==> config.mk <==
export PLATFORM = sky130hd
export DESIGN_NAME = ufis_top
export DESIGN_NICKNAME = d
export VERILOG_FILES = /design/src/ufis_pkg.sv /design/src/ufis_top.sv /design/src/ufis_w1c_bit.sv
export SDC_FILE = /design/constraint.sdc
export NUM_CORES = 1
export LEC_CHECK = 0
export BUFFER_PORTS_ARGS = -buffer_cell sky130_fd_sc_hd__buf_2
export CORE_AREA = 2 2 108 68
export DETAILED_ROUTE_END_ITERATION = 10
export DIE_AREA = 0 0 110 70
export PLACE_DENSITY = 0.71
export SETUP_SLACK_MARGIN = 0.1
export SYNTH_ARGS = -nofsm -noshare
export SYNTH_HDL_FRONTEND = slang
export SYNTH_SLANG_ARGS = --single-unit
==> constraint.sdc <==
create_clock -name clk -period 1.5 [get_ports clk]
set_clock_uncertainty 0.05 [all_clocks]
set_input_delay 0.075 -clock clk [delete_from_list [all_inputs] [get_ports clk]]
set_output_delay 0.075 -clock clk [all_outputs]
set_load 0.005 [all_outputs]
==> src/ufis_pkg.sv <==
`default_nettype none
package ufis_pkg;
   localparam logic [15:0] OFS_STATUS_FIRST  = 16'h4004;
   localparam logic [15:0] OFS_FIFO_ENABLE   = 16'h4006;
   localparam logic [15:0] OFS_EVENT_ENABLE  = 16'h4002;
   localparam logic [15:0] OFS_STATUS_SECOND = 16'h4008;
   localparam logic [15:0] OFS_RX_THRESHOLD  = 16'h400c;
   localparam logic [15:0] OFS_IRQ_MASK      = 16'h4010;

   localparam int BIT_SUSPEND = 7;
   localparam int BIT_SOF     = 6;
   localparam int BIT_EP4     = 4;
   localparam int BIT_EP3     = 3;
   localparam int BIT_EP2     = 2;
   localparam int BIT_EP1     = 1;
   localparam int BIT_UPPER   = 0;
   localparam int BIT_RX_FULL = 0;
   localparam int BIT_TX_MTY  = 1;

   localparam logic [7:0] FIRST_W1C_MASK  = 8'hde;
   localparam logic [1:0] SECOND_W1C_MASK = 2'h3;
   localparam logic [7:0] RESET_BYTE      = 8'h00;
   localparam logic [6:0] RESET_THRESHOLD = 7'h00;
   localparam logic [1:0] RESET_MASK      = 2'h3;

   typedef struct packed {
      logic       suspend_req;
      logic       sof;
      logic       ep4_sent;
      logic       ep3_rcvd;
      logic       ep2_read;
      logic       ep1_written;
      logic       rx_byte;
      logic       tx_byte;
      logic [6:0] rx_count;
      logic [6:0] tx_count;
   } ufis_event_t;
endpackage : ufis_pkg
`default_nettype wire

==> src/ufis_top.sv <==
// The APB register port is this design's own decision.
`default_nettype none
module ufis_top (
   input  wire logic                 clk,
   input  wire logic                 rst_n,
   input  wire logic                 psel,
   input  wire logic                 penable,
   input  wire logic                 pwrite,
   input  wire logic [15:0]          paddr,
   input  wire logic [31:0]          pwdata,
   output logic      [31:0]          prdata,
   output logic                      pready,
   output logic                      pslverr,
   input  wire ufis_pkg::ufis_event_t usb_ev,
   output logic                      irq
);
   typedef struct packed {
      logic [7:0]  en_first;
      logic [1:0]  en_second;
      logic [6:0]  rx_thresh;
      logic [6:0]  tx_thresh;
      logic [1:0]  irq_mask;
      logic [31:0] rdata;
      logic        err;
      logic        irq;
   } ufis_state_t;

   ufis_state_t st_reg;
   ufis_state_t st_next;

   logic       acc;
   logic       wr;
   logic       hit;
   logic [7:0] set_first;
   logic [7:0] clr_first;
   logic [1:0] set_second;
   logic [1:0] clr_second;
   logic [7:0] flag_first;
   logic [1:0] flag_second;
   logic [7:0] status_first;
   logic       rx_hit;
   logic       tx_hit;

   assign acc = psel && penable;
   assign wr  = acc && pwrite;

   always_comb begin
      hit = 1'b1;
      case (paddr)
         ufis_pkg::OFS_STATUS_FIRST:  hit = 1'b1;
         ufis_pkg::OFS_FIFO_ENABLE:   hit = 1'b1;
         ufis_pkg::OFS_EVENT_ENABLE:  hit = 1'b1;
         ufis_pkg::OFS_STATUS_SECOND: hit = 1'b1;
         ufis_pkg::OFS_RX_THRESHOLD:  hit = 1'b1;
         ufis_pkg::OFS_IRQ_MASK:      hit = 1'b1;
         default:                     hit = 1'b0;
      endcase
   end

   // Arriving byte while count sits on threshold
   assign rx_hit = usb_ev.rx_byte
                   && (usb_ev.rx_count == st_reg.rx_thresh);
   assign tx_hit = usb_ev.tx_byte
                   && (usb_ev.tx_count == st_reg.tx_thresh);

   always_comb begin
      set_first = 8'h00;
      set_first[ufis_pkg::BIT_SUSPEND] = usb_ev.suspend_req;
      set_first[ufis_pkg::BIT_SOF]     = usb_ev.sof;
      set_first[ufis_pkg::BIT_EP4]     = usb_ev.ep4_sent;
      set_first[ufis_pkg::BIT_EP3]     = usb_ev.ep3_rcvd;
      set_first[ufis_pkg::BIT_EP2]     = usb_ev.ep2_read;
      set_first[ufis_pkg::BIT_EP1]     = usb_ev.ep1_written;
      set_second = 2'h0;
      set_second[ufis_pkg::BIT_RX_FULL] = rx_hit;
      set_second[ufis_pkg::BIT_TX_MTY]  = tx_hit;
      clr_first = 8'h00;
      clr_second = 2'h0;
      if (wr && paddr == ufis_pkg::OFS_STATUS_FIRST) begin
         // Zero bits leave flags alone
         clr_first = pwdata[7:0] & ufis_pkg::FIRST_W1C_MASK;
      end
      if (wr && paddr == ufis_pkg::OFS_STATUS_SECOND) begin
         clr_second = pwdata[1:0] & ufis_pkg::SECOND_W1C_MASK;
      end
   end

   genvar g;
   generate
      for (g = 0; g < 8; g++) begin : g_first
         if (((ufis_pkg::FIRST_W1C_MASK >> g) & 8'h01) != 8'h00) begin : g_f
            ufis_w1c_bit u_bit (
               .clk   (clk),
               .rst_n (rst_n),
               .set   (set_first[g]),
               .clr   (clr_first[g]),
               .flag  (flag_first[g])
            );
         end else begin : g_z
            assign flag_first[g] = 1'b0;
         end
      end
      for (g = 0; g < 2; g++) begin : g_second
         ufis_w1c_bit u_bit (
            .clk   (clk),
            .rst_n (rst_n),
            .set   (set_second[g]),
            .clr   (clr_second[g]),
            .flag  (flag_second[g])
         );
      end
   endgenerate

   always_comb begin
      status_first = flag_first;
      status_first[ufis_pkg::BIT_UPPER] = |flag_second;
   end

   always_comb begin
      logic       lvl1;
      logic       lvl2;
      lvl1 = 1'b0;
      lvl2 = 1'b0;
      st_next = st_reg;
      st_next.rdata = 32'h0000_0000;
      st_next.err = 1'b0;
      if (wr) begin
         case (paddr)
            ufis_pkg::OFS_EVENT_ENABLE:
               st_next.en_first = pwdata[7:0] & ufis_pkg::FIRST_W1C_MASK;
            ufis_pkg::OFS_FIFO_ENABLE:
               st_next.en_second = pwdata[1:0];
            ufis_pkg::OFS_RX_THRESHOLD: begin
               st_next.rx_thresh = pwdata[6:0];
               st_next.tx_thresh = pwdata[14:8];
            end
            ufis_pkg::OFS_IRQ_MASK:
               st_next.irq_mask = pwdata[1:0];
            default: ;
         endcase
      end
      if (psel && !penable && !pwrite) begin
         case (paddr)
            ufis_pkg::OFS_STATUS_FIRST:
               st_next.rdata = {24'h000000, status_first};
            ufis_pkg::OFS_EVENT_ENABLE:
               st_next.rdata = {24'h000000, st_reg.en_first};
            ufis_pkg::OFS_FIFO_ENABLE:
               st_next.rdata = {30'h00000000, st_reg.en_second};
            ufis_pkg::OFS_STATUS_SECOND:
               st_next.rdata = {30'h00000000, flag_second};
            ufis_pkg::OFS_RX_THRESHOLD:
               st_next.rdata = {17'h00000, st_reg.tx_thresh,
                                1'b0, st_reg.rx_thresh};
            ufis_pkg::OFS_IRQ_MASK:
               st_next.rdata = {30'h00000000, st_reg.irq_mask};
            default: ;
         endcase
      end
      if (psel && !penable && !hit) begin
         st_next.err = 1'b1;
      end
      lvl1 = |(flag_first & st_reg.en_first);
      lvl2 = flag_second[ufis_pkg::BIT_RX_FULL]
             && st_reg.en_second[ufis_pkg::BIT_RX_FULL];
      lvl2 = lvl2 || (flag_second[ufis_pkg::BIT_TX_MTY]
             && st_reg.en_second[ufis_pkg::BIT_TX_MTY]);
      // Registered so irq never glitches on combinational decode
      st_next.irq = (lvl1 && st_reg.irq_mask[0])
                    || (lvl2 && st_reg.irq_mask[1]);
   end

   always_ff @(posedge clk or negedge rst_n) begin
      if (!rst_n) begin
         st_reg.en_first  <= ufis_pkg::RESET_BYTE;
         st_reg.en_second <= 2'h0;
         st_reg.rx_thresh <= ufis_pkg::RESET_THRESHOLD;
         st_reg.tx_thresh <= ufis_pkg::RESET_THRESHOLD;
         st_reg.irq_mask  <= ufis_pkg::RESET_MASK;
         st_reg.rdata     <= 32'h0000_0000;
         st_reg.err       <= 1'b0;
         st_reg.irq       <= 1'b0;
      end else begin
         st_reg <= st_next;
      end
   end

   assign prdata  = st_reg.rdata;
   assign pready  = acc;
   assign pslverr = acc && st_reg.err;
   assign irq     = st_reg.irq;
endmodule : ufis_top
`default_nettype wire

==> src/ufis_w1c_bit.sv <==
`default_nettype none
// Sticky flag, set beats a simultaneous clear
module ufis_w1c_bit (
   input  wire logic clk,
   input  wire logic rst_n,
   input  wire logic set,
   input  wire logic clr,
   output logic      flag
);
   logic flag_reg;
   logic flag_next;

   always_comb begin
      flag_next = flag_reg;
      if (clr) begin
         flag_next = 1'b0;
      end
      if (set) begin
         flag_next = 1'b1;
      end
   end

   always_ff @(posedge clk or negedge rst_n) begin
      if (!rst_n) begin
         flag_reg <= 1'b0;
      end else begin
         flag_reg <= flag_next;
      end
   end

   assign flag = flag_reg;
endmodule : ufis_w1c_bit
`default_nettype wire
==> metrics.yaml, run 1 <==
setup_path:
  cp.arrival_ns: 1.64
  timing.rr.start: "g_first[1].g_f.u_bit.flag"
  cp_cell_sequence: "buf_6 > or4b_4 > nor4b_4 > buf_6 > nand4_4 > mux2_4"
  worst-path-max-fanout: 4
  cp_num_buf_inv: 2
  timing.rr.end: "prdata[1]"
  timing.reg2reg.setup_slack_ns: 0.09
  start_kind: "primary input"
  crit_cells: 6
  cp_data_required_time_ns: 1.64
  crit_path_top_delay_cell: "or4b_4"
  cpMostUsedCell: "buf_6"
  slowest_delay_ns: 0.58
  reg2regPathDepth: 4
  critical_path_class: "in -> reg"
  crit_family: "simple AND/OR/NAND/NOR gates"
  endpoint_kind: "flop"
synthesis:
  synth-seq-area-share_pct: 47.1
  syn_inst: 231
  synth_async_sr_flop_share_pct: 100
  synth-seq-cells: 49
  synth_cell_types: 41
  synth-main-ff-cell: "dfrtp_1"
  syn_area_mm2: 0.00261
  synth_area_leaders: "dfrtp_1 (45%), mux2_2 (9.9%), buf_4 (9.2%)"
  yosysMostFrequentCell: "dfrtp_1"
  synth_common_cells: "dfrtp_1 (47), buf_4 (32), mux2_2 (23)"
  yosys_warnings: 0
  avgSynthCellArea_um2: 11.3
  synth_area_leader_cell: "dfrtp_1"
  synth_edf_count: 0
  synth_top_area_share_pct: 45.1
placement:
  portBuffers: 75
  dp.cells: 395
  dp_slack_ns: -0.383
  place_congestion: 0.809
  dp_hpwl_um: 4520
route:
  initialDrtViolationCount: 166
  wl_met2_um: 2860
  wl_per_cell_um: 15.0
  routed_wl_um: 6430
  routed.top_layer: "met4"
  dr.pass1.iters: 4
  route.met3.wl_um: 471
  wl_met1_um: 3040
  drc: 0
  ant_nets: 0
  vias_per_cell: 4.94
  vias: 2113
global_route:
  overflow: 0
  grt_max_degree: 33
  grt_antenna_before_repair: 0
  grt_pass1_vias: 2040
  grt_pass1_wl_um: 10100
  grt_util_all_layers_pct: 17.1
sta:
  fin_crit_sh_pct: 99.5
  setup-violations-final: 0
  slew_viol_final: 0
  min_period_ns: 1.49
  hold_viol: 1
  layout_setup_ws_ns: 0.00769
  whs_ns: -0.00307
  rsz0062_at_grt: "true"
  fmax_mhz: 670
clocking:
  ctsLongestPathBuffers: 2
  cts_max_level: 2
  cts.sinks: 49
  clk_latency_ns: 0.31
  root_buffer: "clkbuf_8"
  numCtsBuffers: 5
  clkSlewWorstSetupHoldPaths_ns: 0.09
  cts_tree: "done"
layout:
  area_delta_synth_final_pct: 39.5
  largest_reg_flops: 25
  layout.nets: 411
  final-instance-count-excl-fill: 428
  drive_above_1_share_pct: 48.4
  antenna_cells: 0
  postLayoutCoreUtil_pct: 52.9
floorplanning:
  dieArea_mm2: 0.00770
  initial_core_util_pct: 37.9
  ios: 110
  die_h_um: 70
  row_count: 24
  core_mm2: 0.00688
  die_w_um: 110
hold_path:
  hold_start: "usb_ev[14]"
  hold-path-endpoint: "g_second[1].u_bit.flag"
  hold_depth: 3
  hp-class: "in -> reg"
run_status:
  status: "complete, but fails checks"
  violations: "negative hold slack"
pwr:
  p_leak_nw: 1.77
  peakVddDrop_uv: 380
  p_total_mw: 2.45
  power.density_mw_per_mm2: 674
job:
  maxCapViolCount: 0
-- worst max-delay path by stage --
stage / from / end / slack, ns
global route: paddr[13] / st_reg[40] / -0.04
global placement: paddr[5] / st_reg[50] / -0.36
floorplan: paddr[13] / st_reg[50] / -0.40
detailed placement: paddr[5] / st_reg[51] / -0.38
CTS: paddr[15] / st_reg[51] / -0.002
finish: paddr[13] / st_reg[51] / 0.008
-- cell type report --
cell class,instances,area [um^2]
multi-input combinational,157,1330
timing repair buffer,122,873
tap,91,114
fill,631,3240
inverter,1,3.75
clock inverter,2,13.8
sequential,49,1230
clock buffer,6,72.6
-- layer usage --
metal	vias to the layer above	GRT usage, %
met5	-	0
met4	0	3.94
met1	1035	26.5
met2	81	24.5
li1	990	-
met3	7	3.17
-- cell families after synthesis --
kind of cell | synth area share [%]
buf+inv | 10.7
flops | 47.1
mux | 12.4
other cells | 0.144
xor+xnor | 4.70
simple gates | 16.4
compound gates | 8.59
-- cells in the final DEF, fill, tap and decap left out, types with 3 or more instances in the layout --
master	synthesis	layout
or4_4	0	3
nor2_1	7	6
a22oi_1	4	4
and2_1	9	9
nor4b_1	3	3
nand4_1	6	6
buf_2	4	71
a21o_1	6	6
clkbuf_8	0	5
buf_4	32	17
mux2i_1	3	3
and3_1	4	3
mux2_4	0	5
dlygate4sd3_1	0	22
conb_1	1	17
xnor2_1	14	14
nand3_1	9	5
nand3_2	0	4
mux2_2	23	21
nor3_2	0	5
dfrtp_1	47	47
a22o_1	6	6
buf_6	0	8
a21oi_1	9	7
-- timing repair --
action	in CTS	in global routing
resized for setup	19	20
pin swaps	5	12
gates cloned	0	1
hold endpoints to repair	42	0
setup endpoints to repair	37	40
buffers inserted	1	1
hold buffers	22	0
-- per-stage QoR --
stage	TNS, ns	instance area, um^2
3_5_place_dp	-13.01	3090
4_1_cts	-0.00206	3510
6_report	0	3640
5_1_grt	-0.474	3640
3_3_place_gp	-12.04	3090
2_1_floorplan	-9.02	2710
-- worst register-to-register path: cells and delay by family (launching register included) --
family	cells	cell delay [ns]
AND/OR/NAND/NOR	1	0.42
flip-flops	1	0.36
multiplexers	2	0.34
AO/OA/AOI/OAI	1	0.17
-- power breakdown --
group          switching [mW]  total, mW  leakage [nW]  internal [mW]
clock network           0.450      0.783        0.0456          0.333
logic                   0.158      0.333          1.08          0.175
registers             0.00800       1.34         0.644           1.33
total                   0.616       2.45          1.77           1.84
No activity file was read; power rests on OpenSTA's default activity.
==> run 2, diff against run 1 <==
--- a/config.mk
+++ b/config.mk
@@ -6,10 +6,10 @@
 export NUM_CORES = 1
 export LEC_CHECK = 0
 export BUFFER_PORTS_ARGS = -buffer_cell sky130_fd_sc_hd__buf_2
-export CORE_AREA = 2 2 108 68
+export CORE_AREA = 2 2 97 61
 export DETAILED_ROUTE_END_ITERATION = 10
-export DIE_AREA = 0 0 110 70
-export PLACE_DENSITY = 0.71
+export DIE_AREA = 0 0 99 63
+export PLACE_DENSITY = 0.86
 export SETUP_SLACK_MARGIN = 0.1
 export SYNTH_ARGS = -nofsm -noshare
 export SYNTH_HDL_FRONTEND = slang
==> constraint.sdc (replaced) <==
create_clock -name clk -period 1.8 [get_ports clk]
set_clock_uncertainty 0.05 [all_clocks]
set_input_delay 0.09 -clock clk [delete_from_list [all_inputs] [get_ports clk]]
set_output_delay 0.09 -clock clk [all_outputs]
set_load 0.005 [all_outputs]
==> run 2 against run 1 <==
Final area down 9.8%. Sequential cell count unchanged. Critical endpoint is now st_reg[50]. Non-clock buffer count down 11. Clock-buffer cell count unchanged. The flow now finishes without violations. Sequential power down 17%. Worst setup slack better by 0.20 ns. Global-route usage up 2.4 points. Highest routed layer unchanged.
==> metrics.yaml, run 2 (synthesized netlist as in run 1, its figures left out) <==
floorplanning:
  die_h_um: 63  # -10%
  initial_core_util_pct: 48.4  # +10 points
  core_mm2: 0.00539  # -22%
  row_count: 21  # -13%
  die_w_um: 99  # -10%
  dieArea_mm2: 0.00624  # -19%
  ios: 110  # unchanged
route:
  vias: 2021  # -4.4%
  dr.pass1.iters: 4  # unchanged
  wl_per_cell_um: 14.6  # -2.6%
  ant_nets: 0  # unchanged
  routed_wl_um: 5780  # -10%
  vias_per_cell: 5.12  # +3.6%
  initialDrtViolationCount: 134  # -19%
  drc: 0  # unchanged
global_route:
  grt_antenna_before_repair: 0  # unchanged
  overflow: 0  # unchanged
  grt_util_all_layers_pct: 19.5  # +2.4 points
  grt_pass1_vias: 1938  # -5.0%
  grt_pass1_wl_um: 9540  # -5.9%
  grt_max_degree: 31  # -6.1%
clocking:
  numCtsBuffers: 5  # unchanged
  ctsLongestPathBuffers: 2  # unchanged
  cts_max_level: 2  # unchanged
  clkSlewWorstSetupHoldPaths_ns: 0.09  # about the same
  root_buffer: "clkbuf_8"
  cts.sinks: 49  # unchanged
  cts_resized: 0  # -19
  clk_latency_ns: 0.30  # about the same
  cts_tree: "done"
placement:
  dp_hpwl_um: 4390  # -2.9%
  placed_area_mm2: 0.00299  # -3.1%
  portBuffers: 75  # unchanged
  place_congestion: 0.869  # +7.4%
setup_path:
  critical_path_class: "in -> reg"
  timing.reg2reg.setup_slack_ns: 0.35  # +0.26 ns
  slowest_delay_ns: 0.65  # +0.07 ns
  worst-path-max-fanout: 5  # +1
  crit_path_top_delay_cell: "or4_1"
  endpoint_kind: "flop"
  timing.rr.end: "prdata[1]"
  cp_num_buf_inv: 2  # unchanged
  cp_data_required_time_ns: 1.94  # +0.30 ns
  reg2regPathDepth: 4  # unchanged
  startpoint: "paddr[9]"
  cp.arrival_ns: 1.73  # +0.09 ns
  timing.rr.start: "g_first[1].g_f.u_bit.flag"
  start_kind: "primary input"
  crit_family: "simple AND/OR/NAND/NOR gates"
  cp_cell_sequence: "buf_2 > or4_1 > nor4b_4 > buf_4 > nand4_2 > mux2_1"
layout:
  antenna_cells: 0  # unchanged
  nFillCells: 423  # -33%
  postLayoutCoreUtil_pct: 60.9  # +8.0 points
  layout_commonest_cell: "buf_2"
  postLayoutCellArea_mm2: 0.00328  # -9.8%
  area_delta_synth_final_pct: 25.8
  layout.nets: 400  # -2.7%
  drive_above_1_share_pct: 39.9  # -8.5 points
  layout_common_cells: "buf_2 (75), dfrtp_1 (47), mux2_2 (23), dlygate4sd3_1 (20), conb_1 (17)"
  largest_reg_flops: 25  # unchanged
hold_path:
  hold-path-endpoint: "st_reg[50]"
  hold_start: "pwdata[0]"
  hp-class: "in -> reg"
  hold_depth: 2  # -1
sta:
  relSlewSlack_pct: 58.5
  whs_ns: 0.0131  # +0.0161 ns
  rsz0062_at_grt: "false"
  min_period_ns: 1.59
  fin_crit_sh_pct: 88.4
  setup-violations-final: 0  # unchanged
  hold_viol: 0  # -1
  slew_viol_final: 0  # unchanged
  fmax_mhz: 628
  tightest_slew_ns: 0.613
pwr:
  p_leak_nw: 1.65  # -6.6%
  peakVddDrop_uv: 312  # -18%
  power.density_mw_per_mm2: 607  # -9.9%
  p_total_mw: 1.99  # -19%
job:
  maxCapViolCount: 0  # unchanged
run_status:
  status: "finished clean"
[run 2: per-stage QoR]
step / setup WS [ns] / cells / setup TNS [ns]
floorplan: -0.113 / 247 / -0.816
global placement: -0.0853 / 367 / -1.32
detailed placement: -0.109 / 367 / -1.49
CTS: 0.212 / 394 / 0
global route: 0.110 / 395 / 0
finish: 0.208 / 395 / 0
[run 2: worst register-to-register path: cells and delay by family, from the launching register on]
family             cells  cell delay (ns)
muxes                  2             0.38
AOI/OAI and AO/OA      1             0.15
DFF                    1             0.40
and+or+nand+nor        1             0.40
[run 2: layout make-up]
| class | instances | area, um^2 | area share (%) |
|---|---|---|---|
| Sequential cell | 49 | 1230 | 37.5 |
| Multi-Input combinational cell | 157 | 1170 | 35.6 |
| Timing Repair Buffer | 111 | 708 | 21.6 |
| Tap cell | 69 | 86.3 | 2.63 |
| Clock buffer | 6 | 72.6 | 2.21 |
| Clock inverter | 2 | 13.8 | 0.420 |
| Inverter | 1 | 3.75 | 0.114 |
[run 2: worst max path at each step]
stage,to,slack (ns),cells after the start
after floorplan,st_reg[50],-0.11,5
final,st_reg[50],0.21,6
after global placement,st_reg[51],-0.09,6
after global routing,st_reg[40],0.11,6
after CTS,st_reg[50],0.21,6
after detailed placement,st_reg[50],-0.11,6
[run 2: where the power goes]
| group | switching [mW] | internal (mW) | total, mW |
|---|---|---|---|
| Sequential | 0.00765 | 1.11 | 1.11 |
| Combinational | 0.112 | 0.123 | 0.235 |
| Clock | 0.364 | 0.277 | 0.642 |
[run 2: repair_timing]
| action | in CTS | in global routing |
|---|---|---|
| endpoints found under the hold margin | 39 | 2 |
| hold buffers | 19 | 1 |
| setup buffers | 0 | 0 |
[run 2: per-layer routing]
layer  GRT usage (%)  part of all wire [%]  vias to the layer above
met5               0                     0                        -
met4            6.68                   1.7                        0
met3            4.81                   6.8                       10
met2            28.2                    45                       75
met1            28.4                    47                      962
li1                -                     -                      974
